<file path="src/core/ticap_defs.svh">
// Constants for the timer input capture block: widths, reset values, prescale counts, timing
`ifndef TICAP_DEFS_SVH
`define TICAP_DEFS_SVH

// Timebase width and limits
`define TICAP_CNT_W 16
`define TICAP_BYTE_W 8
`define TICAP_CNT_MAX 16'hffff
`define TICAP_CNT_RST 16'h0000

// Prescale edge counts for the two divided rising-edge modes
`define TICAP_PRE_A 4
`define TICAP_PRE_B 16

// Instruction cycle and clock period in ns; the clock is the instruction clock
`define TICAP_TCY_NS 100
`define TICAP_CLK_NS 100

// Capture update latency after the edge, in quarters of an instruction cycle (0.75 and 1.75 Tcy)
`define TICAP_LAT_MIN_QTCY 3
`define TICAP_LAT_MAX_QTCY 7

`endif

</file>
<file path="src/core/ticap_pkg.sv">
// Types shared by the timer input capture block
`include "ticap_defs.svh"

package ticap_pkg;

    // Capture event selection for one input
    typedef enum logic [1:0] {
        TICAP_EDGE_FALL,
        TICAP_EDGE_RISE,
        TICAP_EDGE_RISE_A,
        TICAP_EDGE_RISE_B
    } ticap_edge_sel_t;

    // A timebase word as high and low byte
    typedef struct packed {
        logic [`TICAP_BYTE_W-1:0] hi;
        logic [`TICAP_BYTE_W-1:0] lo;
    } ticap_word_t;

    // Interrupt requests raised by the block
    typedef struct packed {
        logic ovf;
        logic cap2;
        logic cap1;
    } ticap_req_t;

    // State of the top module
    typedef struct packed {
        ticap_word_t count;
        ticap_word_t cap1;
        ticap_word_t cap2;
        ticap_req_t req;
    } ticap_top_state_t;

    // State of one edge detector and prescaler
    typedef struct packed {
        logic primed;
        logic pin_prev;
        ticap_edge_sel_t sel_prev;
        logic [4:0] pre_cnt;
    } ticap_edge_state_t;

endpackage : ticap_pkg

</file>
<file path="src/core/ticap_edge_detect.sv">
// Edge detector and input prescaler for one capture input
`timescale 1ns/1ps
`include "ticap_defs.svh"

module ticap_edge_detect #(
    parameter int unsigned PRE_A = `TICAP_PRE_A,
    parameter int unsigned PRE_B = `TICAP_PRE_B
) (
    input wire logic ref_clk_i,
    input wire logic rst_n_i,
    input wire logic pin_i,
    input wire ticap_pkg::ticap_edge_sel_t sel_i,
    output logic event_o,
    output logic sel_changed_o
);

    ticap_pkg::ticap_edge_state_t s_reg;
    ticap_pkg::ticap_edge_state_t s_next;
    logic rise;
    logic fall;

    // Edges compare the pin with last cycle's sample, so edges one cycle apart are both seen
    always_comb begin
        s_next = s_reg;
        rise = s_reg.primed && !s_reg.pin_prev && pin_i;
        fall = s_reg.primed && s_reg.pin_prev && !pin_i;
        event_o = 1'b0;
        sel_changed_o = s_reg.primed && (sel_i != s_reg.sel_prev);
        s_next.primed = 1'b1;
        s_next.pin_prev = pin_i;
        s_next.sel_prev = sel_i;
        if (sel_changed_o || !s_reg.primed) begin
            // A new selection restarts the edge count
            s_next.pre_cnt = 5'h00;
        end else begin
            unique case (sel_i)
                ticap_pkg::TICAP_EDGE_FALL: event_o = fall;
                ticap_pkg::TICAP_EDGE_RISE: event_o = rise;
                ticap_pkg::TICAP_EDGE_RISE_A: begin
                    if (rise) begin
                        if (s_reg.pre_cnt == 5'(PRE_A - 1)) begin
                            event_o = 1'b1;
                            s_next.pre_cnt = 5'h00;
                        end else begin
                            s_next.pre_cnt = s_reg.pre_cnt + 5'h01;
                        end
                    end
                end
                ticap_pkg::TICAP_EDGE_RISE_B: begin
                    if (rise) begin
                        if (s_reg.pre_cnt == 5'(PRE_B - 1)) begin
                            event_o = 1'b1;
                            s_next.pre_cnt = 5'h00;
                        end else begin
                            s_next.pre_cnt = s_reg.pre_cnt + 5'h01;
                        end
                    end
                end
            endcase
        end
    end

    // State register; first cycle after reset only primes the samples
    always_ff @(posedge ref_clk_i) begin
        if (!rst_n_i) begin
            s_reg <= '0;
        end else begin
            s_reg <= s_next;
        end
    end
endmodule : ticap_edge_detect

</file>
<file path="src/core/ticap_top.sv">
// Timer input capture: 16-bit timebase, two capture channels, overflow and capture requests
// What this block does
// Selected edge on second input copies timebase into second capture pair, sets request.
// Timebase rollover past its top sets the overflow request.
// Capture just after rollover holds wrapped count; both requests may stand together.
// Software may load the timebase; it counts only while enabled.
// Capture edge polarity may be switched between rising and falling at run time.
// Changing an input's edge selection raises that channel's capture request; channel one does so only in dual mode.
// Capture request stays set until software clears it.
// Prescaler lets a capture occur only after several qualifying rising edges.
// Four choices per input: falling, rising, every 4th rising, every 16th rising.
// Mode bit chooses period register with one capture, or two capture pairs.
// Capture register updates 0.75 to 1.75 instruction cycles after the edge.
// Source keeps undivided capturing edges at least one instruction cycle apart.
// Enabled timebase increments each clock, wraps to zero, sets overflow on wrap.
`timescale 1ns/1ps
`include "ticap_defs.svh"

module ticap_top #(
    parameter int unsigned PRE_A = `TICAP_PRE_A,
    parameter int unsigned PRE_B = `TICAP_PRE_B
) (
    input wire logic ref_clk_i,
    input wire logic rst_n_i,
    input wire logic count_en_i,
    input wire logic count_wr_i,
    input wire ticap_pkg::ticap_word_t count_wr_data_i,
    input wire logic period_or_first_capture_select_i,
    input wire ticap_pkg::ticap_word_t period_i,
    input wire ticap_pkg::ticap_edge_sel_t edge_sel1_i,
    input wire ticap_pkg::ticap_edge_sel_t edge_sel2_i,
    input wire logic first_capture_input_i,
    input wire logic second_capture_input_i,
    input wire ticap_pkg::ticap_req_t req_clr_i,
    output ticap_pkg::ticap_word_t capture_timebase_count_o,
    output ticap_pkg::ticap_word_t capture1_o,
    output ticap_pkg::ticap_word_t capture2_o,
    output ticap_pkg::ticap_req_t req_o
);

    // Capture latency in whole clock cycles; least rounds up, longest rounds down
    localparam int LAT_MIN_CYC = (`TICAP_LAT_MIN_QTCY * `TICAP_TCY_NS + 4 * `TICAP_CLK_NS - 1)
        / (4 * `TICAP_CLK_NS);
    localparam int LAT_MAX_CYC_RAW = (`TICAP_LAT_MAX_QTCY * `TICAP_TCY_NS) / (4 * `TICAP_CLK_NS);
    localparam int LAT_MAX_CYC = (LAT_MAX_CYC_RAW < 1) ? 1 : LAT_MAX_CYC_RAW;
    // Delay bounds of the latency check, counted from the cycle after the event
    localparam int LAT_LO = LAT_MIN_CYC - 1;
    localparam int LAT_HI = LAT_MAX_CYC - 1;

    ticap_pkg::ticap_top_state_t s_reg;
    ticap_pkg::ticap_top_state_t s_next;
    logic ev1;
    logic ev2;
    logic chg1;
    logic chg2;
    logic at_top;
    logic wrap;
    logic dual_mode;
    logic set1;
    logic set2;

    // One detector per capture input
    ticap_edge_detect #(
        .PRE_A(PRE_A),
        .PRE_B(PRE_B)
    ) u_edge1 (
        .ref_clk_i(ref_clk_i),
        .rst_n_i(rst_n_i),
        .pin_i(first_capture_input_i),
        .sel_i(edge_sel1_i),
        .event_o(ev1),
        .sel_changed_o(chg1)
    );

    ticap_edge_detect #(
        .PRE_A(PRE_A),
        .PRE_B(PRE_B)
    ) u_edge2 (
        .ref_clk_i(ref_clk_i),
        .rst_n_i(rst_n_i),
        .pin_i(second_capture_input_i),
        .sel_i(edge_sel2_i),
        .event_o(ev2),
        .sel_changed_o(chg2)
    );

    // Wrap point: period value in single-capture mode, all ones with two capture pairs
    assign dual_mode = period_or_first_capture_select_i;
    assign at_top = dual_mode ? (s_reg.count == `TICAP_CNT_MAX) : (s_reg.count == period_i);
    assign wrap = count_en_i && !count_wr_i && at_top;
    // Channel one captures only in dual mode; otherwise its pair holds and the wrap uses period_i
    assign set1 = dual_mode && (ev1 || chg1);
    assign set2 = ev2 || chg2;

    // Next state
    always_comb begin
        s_next = s_reg;
        // A software write beats the increment in the same cycle
        if (count_wr_i) begin
            s_next.count = count_wr_data_i;
        end else if (count_en_i) begin
            s_next.count = wrap ? `TICAP_CNT_RST : s_reg.count + 16'h0001;
        end
        // Captures take the count as it stands, so a capture in the cycle after a wrap reads a zero high byte
        if (dual_mode && ev1) begin
            s_next.cap1 = s_reg.count;
        end
        if (ev2) begin
            s_next.cap2 = s_reg.count;
        end
        // Requests are sticky; a set in the clearing cycle wins so no event is lost
        s_next.req.cap1 = set1 || (s_reg.req.cap1 && !req_clr_i.cap1);
        s_next.req.cap2 = set2 || (s_reg.req.cap2 && !req_clr_i.cap2);
        s_next.req.ovf = wrap || (s_reg.req.ovf && !req_clr_i.ovf);
    end

    // State register
    always_ff @(posedge ref_clk_i) begin
        if (!rst_n_i) begin
            s_reg <= '0;
        end else begin
            s_reg <= s_next;
        end
    end

    // Outputs straight from the state flops
    assign capture_timebase_count_o = s_reg.count;
    assign capture1_o = s_reg.cap1;
    assign capture2_o = s_reg.cap2;
    assign req_o = s_reg.req;

    // Count snapshot at each channel-two event, read only by the checks below
    ticap_pkg::ticap_word_t ev2_count_reg;
    always_ff @(posedge ref_clk_i) begin
        if (!rst_n_i) begin
            ev2_count_reg <= '0;
        end else if (ev2) begin
            ev2_count_reg <= s_reg.count;
        end
    end
endmodule : ticap_top

</file>
<file path="config.mk">
export PLATFORM = sky130hd
export DESIGN_NAME = ticap_top
export DESIGN_NICKNAME = d
export VERILOG_FILES = /design/src/core/ticap_pkg.sv /design/src/core/ticap_edge_detect.sv /design/src/core/ticap_top.sv
export VERILOG_INCLUDE_DIRS = /design/src /design/src/core
export SDC_FILE = /design/constraint.sdc
export NUM_CORES = 1
export LEC_CHECK = 0
export BUFFER_PORTS_ARGS = -buffer_cell sky130_fd_sc_hd__buf_2
export CAP_MARGIN = 20
export CORE_ASPECT_RATIO = 2
export CORE_MARGIN = 1.5
export CORE_UTILIZATION = 48
export CTS_CLUSTER_SIZE = 14
export DETAILED_ROUTE_END_ITERATION = 10
export PLACE_DENSITY = 0.77
export SYNTH_ARGS = -nofsm -noshare
export SYNTH_HDL_FRONTEND = slang
export SYNTH_SLANG_ARGS = --single-unit
</file>
<file path="constraint.sdc">
create_clock -name ref_clk_i -period 2.2 [get_ports ref_clk_i]
set_input_delay 0.44 -clock ref_clk_i [delete_from_list [all_inputs] [get_ports ref_clk_i]]
set_output_delay 0.44 -clock ref_clk_i [all_outputs]
set_load 0.01 [all_outputs]
</file>
## Word level (Yosys, flattened, before mapping)

Index checks and enable logic that the tools add are counted.

- Muxes and demuxes: 30
- Equality and inequality tests: 18
- Add/subtract/negate cells: 3
- Bitwise logic cells: 1
- Reduce and logical (&&, ||, !) cells: 43

Operator list:

| cell | count |
|---|---|
| 5-bit two-way mux | 10 |
| 16-bit two-way mux | 3 |
| 5-bit one-hot mux with 2 select lines | 2 |
| 9-bit two-way mux | 2 |
| 1-bit logical AND | 17 |
| 16-bit by 1-bit adder with 16-bit output (second input constant) | 1 |
| 16-bit == test | 1 |
| 16-bit == test (second input constant) | 1 |
| 1-bit two-way mux | 11 |
| 5-bit by 1-bit adder with 5-bit output (second input constant) | 2 |
| 5-bit by 2-bit == test with 1-bit output (second input constant) | 2 |
| 5-bit by 4-bit == test with 1-bit output (second input constant) | 2 |
| 1-bit logical NOT | 10 |
| 2-bit == test (second input constant) | 4 |
| 2-bit by 1-bit != test with 1-bit output (second input constant) | 4 |
| 1-bit one-hot mux with 4 select lines | 2 |
| 1-bit logical OR | 7 |
| 3-bit AND reduction | 2 |
| 2-bit nonzero test | 3 |
| 2-bit by 1-bit == test with 1-bit output (second input constant) | 2 |
| 2-bit logical NOT | 2 |
| 2-bit != test | 2 |
| 2-bit OR reduction | 2 |
| 1-bit inverter | 1 |

- Input bits: 46
- Register bits after elaboration: 69
- Logic and storage cells: 112

## Depth between registers and ports, before layout

- Depth after elaboration: 9
- Depth in mapped cells: 10
- Gate-level depth less buffers: 8

## By module

A second synthesis with hierarchy kept.

- Cell total of the unflattened synthesis: 437
- Area total of the unflattened synthesis: 3,686.0 µm²

By module, submodules not included:

| module | times used | cells an instance | area an instance (µm²) |
|---|---|---|---|
| ticap_top | 1 | 329 | 2,657.5 |
| ticap_edge_detect | 2 | 54 | 514.2 |

## Least setup slack after synthesis

Ideal clock, no wire load.

- Path type: flip-flop to flip-flop
- Start point: reg u_edge1.s_reg[0] (netlist name)
- End point: reg s_reg, in the netlist capture1_o[9]
- Path buffers: 1
- Data arrival time: 2,245 ps
- Cell stages (with the launch flop): 8
- Data required time: 2,128 ps
- Setup time: 72 ps
- Slack: -116 ps
- Clock period less this slack: 2,316 ps
- Path through: dfxtp_1 > ha_1 > or4b_4 > o21ai_2 > nand2_2 > a2111oi_4 > buf_8 > mux2i_1

- Longest elaborated chain between the ends: 6

RTL lines:

| element | line | RTL |
|---|---|---|
| start: declaration | ticap_edge_detect.sv:17 | `ticap_pkg::ticap_edge_state_t s_reg;` |
| start signal: assignment | ticap_edge_detect.sv:68 | `s_reg <= s_next;` |
| 5-bit by 4-bit == test with 1-bit output or 5-bit by 2-bit == test with 1-bit output (tied branches) | ticap_edge_detect.sv:51, ticap_edge_detect.sv:41 |  |
| 1-bit two-way mux, on equally long branches | ticap_edge_detect.sv:51, ticap_edge_detect.sv:41 |  |
| 1-bit two-way mux, on equally long branches | ticap_edge_detect.sv:50, ticap_edge_detect.sv:40 |  |
| 1-bit one-hot mux with 4 select lines (*) | ticap_edge_detect.sv:36 | `unique case (sel_i)` |
| 1-bit two-way mux (*) | ticap_edge_detect.sv:32 | `if (sel_changed_o \|\| !s_reg.primed) begin` |
| 1-bit logical AND (*) | ticap_top.sv:105 | `if (dual_mode && ev1) begin` |
| end signal: assignment | ticap_top.sv:122 | `s_reg <= s_next;` |
| end: declaration | ticap_top.sv:50 | `ticap_pkg::ticap_top_state_t s_reg;` |

Mark *: on every way between the ends. The rest lies on a longest branch, timed or not.
A chain may end at the register's enable or synchronous reset.

## Worst setup path in the final report

- Start point: reg u_edge2.s_reg[1] (netlist name)
- End point: reg s_reg, in the netlist capture2_o[6]

- Longest elaborated chain between the ends: 5

RTL lines:

| element | line |
|---|---|
| start: declaration | ticap_edge_detect.sv:17 |
| start signal: assignment | ticap_edge_detect.sv:68 |
| 5-bit by 4-bit == test with 1-bit output or 5-bit by 2-bit == test with 1-bit output (tied branches) | ticap_edge_detect.sv:51, ticap_edge_detect.sv:41 |
| 1-bit two-way mux, on equally long branches | ticap_edge_detect.sv:51, ticap_edge_detect.sv:41 |
| 1-bit two-way mux, on equally long branches | ticap_edge_detect.sv:50, ticap_edge_detect.sv:40 |
| 1-bit one-hot mux with 4 select lines (*) | ticap_edge_detect.sv:36 |
| 1-bit two-way mux (*) | ticap_edge_detect.sv:32 |

Marks and branches as above.

==> impl_results.md <==
- Root Buffer: clkbuf_16
- Area leader, netlist: dfxtp_1
- Hold buffers post-CTS: 0
- Drt total wl: 10300 um
- Layout cells sized above 1: 29.1%
- Share of flip-flops with an asynchronous set or reset: 0%
- Worst-Skew Late Latency: 0.33 ns
- Most frequent cell after synthesis: dfxtp_1
- Setup TNS: -0.00146 ns
- Hold Vio Cnt, Final: 0
- Min-delay worst type: input port to flip-flop
- CTS tree: built
- Worst path cell trace: ha_4 -> or4b_4 -> a221o_1 -> a211o_1 -> buf_12 -> mux2i_2 -> nor2_1
- Starting density of the core: 49.7%
- Synthesized area: 3610 sq um
- Max incr delay on CP: 0.45 ns
- Gpl congestion: 0.876
- Pin count of the biggest net entering global routing: 34
- Crit end category: flip-flop
- Fmax: 454 MHz
- # IOs: 97
- Cts bufs inserted: 9
- Post-route DRC violation count: 0
- Max-cap violations: 0
- GRT Util Overall: 26.5%
- Die Ht: 126 um
- Worst path slowest cell: or4b_4
- Yosys top cell area share: 37.7%
- Flops & latches, synth: 68
- Cell variety after synth: 56
- Final WS setup: -0.000783 ns
- Crit-path leading delay family: compound AO/OA/AOI/OAI gates
- Net Count, Synth: 476
- Max Transition Viols Final: 0
- Overflow after GRT: 0
- Gate Count Post-Synth: 423
- GR Util met1: 26.2%
- CP Launch Type: flip-flop
- Failing checks: setup timing
- Rel. slew slack: 58.3%
- Tmin final: 2.20 ns
- Worst-Margin Slew: 0.621 ns
- Req. time, crit path: 2.40 ns
- IO Port Bufs: 96
- Post-synth EDFFs: 0
- Vias: 3478
- Register area share after synthesis: 37.7%
- Core Area: 7270 sq um
- Nets: 571
- Synthesis-to-finish area growth: 27.5%
- Most instantiated cells after synthesis: dfxtp_1 (68), nand2_1 (53), nor2_1 (39), mux2i_1 (33), clkbuf_1 (27)
- Iter 0 DRT Violations: 194
- Die area: 8090 sq um
- Htree depth: 3
- CP Class: flip-flop to flip-flop
- Antenna cell count: 0
- Number of global-route vias before repair: 3562
- First-pass GRT wire length: 16700 um
- Routed wire per std cell: 16.8 um
- CP bufs+invs: 1
- CP max FO: 16
- Synth Flop Type: dfxtp_1
- Drt first pass iters: 4
- Worst vdd ir: 0.000434 V
- Post-layout util: 63.4%
- GR met3 Demand/Resource: 4.91%
- CTS Sinks: 68
- Avg Inst Size Synth: 8.54 sq um
- Synth Warn #: 0
- WP data arrival: 2.41 ns
- Leakage: 1.97 nW
- Outcome: finished, violations left
- Final ANT Viol Nets: 0
- Width of the die: 64.4 um
- Area contributors post-synth: dfxtp_1 (38%), mux2i_1 (9.1%), nand2_1 (5.5%)
- Final setup viols: 2
- Met2 Use GR: 48.0%
- Clk pin slew, worst setup/hold paths: 0.05 ns
- Top Usage Layer GRT: met2
- RSZ-0062 raised after global routing: true
- DR vias/cell: 5.66
- Row count: 44
- Final Cycle Share: 100%
- PD cells: 676 nW/um^2
- Initial antenna violation count: 0
- Dpl hpwl: 7610 um
- Worst-case clock skew: 0.00471 ns
- Max clock buf depth: 2
[final cells by class]
class                   count  area (sq um)
flip-flops and latches     68          1370
clock inverters             4          47.5
inverters                  14          52.6
multi-input cells         304          2060
repair buffers            121           706
clock buffers              12           256
fillers                   659          2660
well taps                  92           115
[kinds of logic after synthesis]
| logic type | after synthesis | share of synthesized area (%) |
|---|---|---|
| mux | 33 | 9.14 |
| simple gates | 172 | 24.2 |
| buf+inv | 51 | 6.23 |
| fa+ha+maj | 7 | 2.42 |
| compound gates | 65 | 13.8 |
| flops | 68 | 37.7 |
| xor+xnor | 27 | 6.54 |
[report_power, final]
| part | total (mW) | leakage [nW] | switching, mW | internal (mW) |
|---|---|---|---|---|
| logic | 0.357 | 1.27 | 0.199 | 0.158 |
| clock network | 1.45 | 0.149 | 0.511 | 0.935 |
| registers | 1.31 | 0.556 | 0.0491 | 1.26 |
[cells in the final DEF (no fill, tap or decap), types with 2 or more instances in the layout]
master / Yosys / final
a2111oi_4: 2 / 2
a21o_1: 2 / 2
a21oi_1: 21 / 21
a31oi_1: 2 / 2
and2_1: 6 / 6
and3_1: 5 / 5
buf_12: 0 / 3
buf_2: 6 / 96
buf_4: 2 / 22
clkbuf_16: 0 / 9
clkbuf_8: 0 / 2
clkinv_2: 0 / 2
dfxtp_1: 68 / 64
dfxtp_2: 0 / 2
dfxtp_4: 0 / 2
ha_1: 7 / 5
ha_4: 0 / 2
inv_1: 13 / 13
mux2i_1: 33 / 32
nand2_1: 53 / 53
nand2b_1: 4 / 4
nand3_1: 11 / 11
nand4_1: 9 / 9
nor2_1: 39 / 39
nor2b_1: 5 / 5
nor3_1: 9 / 9
nor3b_1: 15 / 15
nor4_1: 2 / 2
nor4b_1: 2 / 2
o2111ai_1: 2 / 2
o21a_1: 2 / 2
o21ai_0: 2 / 2
o21bai_1: 2 / 2
o22ai_1: 5 / 5
o32ai_1: 15 / 15
or4b_4: 1 / 2
xnor2_1: 8 / 8
xor2_1: 19 / 19
[final timing paths]
kind	start	to	slack (ns)	cells past startpoint
min reg2reg	capture1_o[3]	capture1_o[3]	0.46	2
max	u_edge2.s_reg[1]	capture2_o[6]	-0.0008	7
max reg2reg	u_edge2.s_reg[1]	capture2_o[6]	-0.0008	7
min	first_capture_input_i	u_edge1.s_reg[7]	0.37	3
[tightest hold or removal path, delay by kind of cell]
family / cells / cell delay, ns
simple gates: 1 / 0.08
buf+inv: 2 / 0.14
[stage by stage]
| stage | std cells | hold WS (ns) | instance area, sq um | power [mW] | setup WS (ns) |
|---|---|---|---|---|---|
| floorplan | 423 | 0.454 | 3630 | 1.53 | -0.0308 |
| global placement | 598 | 0.443 | 4270 | 1.68 | 0.0398 |
| detailed placement | 598 | 0.454 | 4270 | 1.69 | -0.00146 |
| CTS | 614 | 0.363 | 4580 | 3.12 | 0.00239 |
| global route | 615 | 0.383 | 4610 | 3.22 | -0.0796 |
| finish | 615 | 0.370 | 4610 | 3.11 | -0.000783 |
[metal layers]
| metal | routed length [um] | up-vias |
|---|---|---|
| li1 | - | 1671 |
| met1 | 3660 | 1627 |
| met2 | 5490 | 140 |
| met3 | 463 | 40 |
| met4 | 692 | 0 |
| met5 | 0 | - |
[timing repair]
action	in CTS	in global routing
setup buffers	0	1
endpoints found under the setup margin	2	16
resized for setup	2	6
pin swaps	0	3
(Power assumes the default switching activity.)
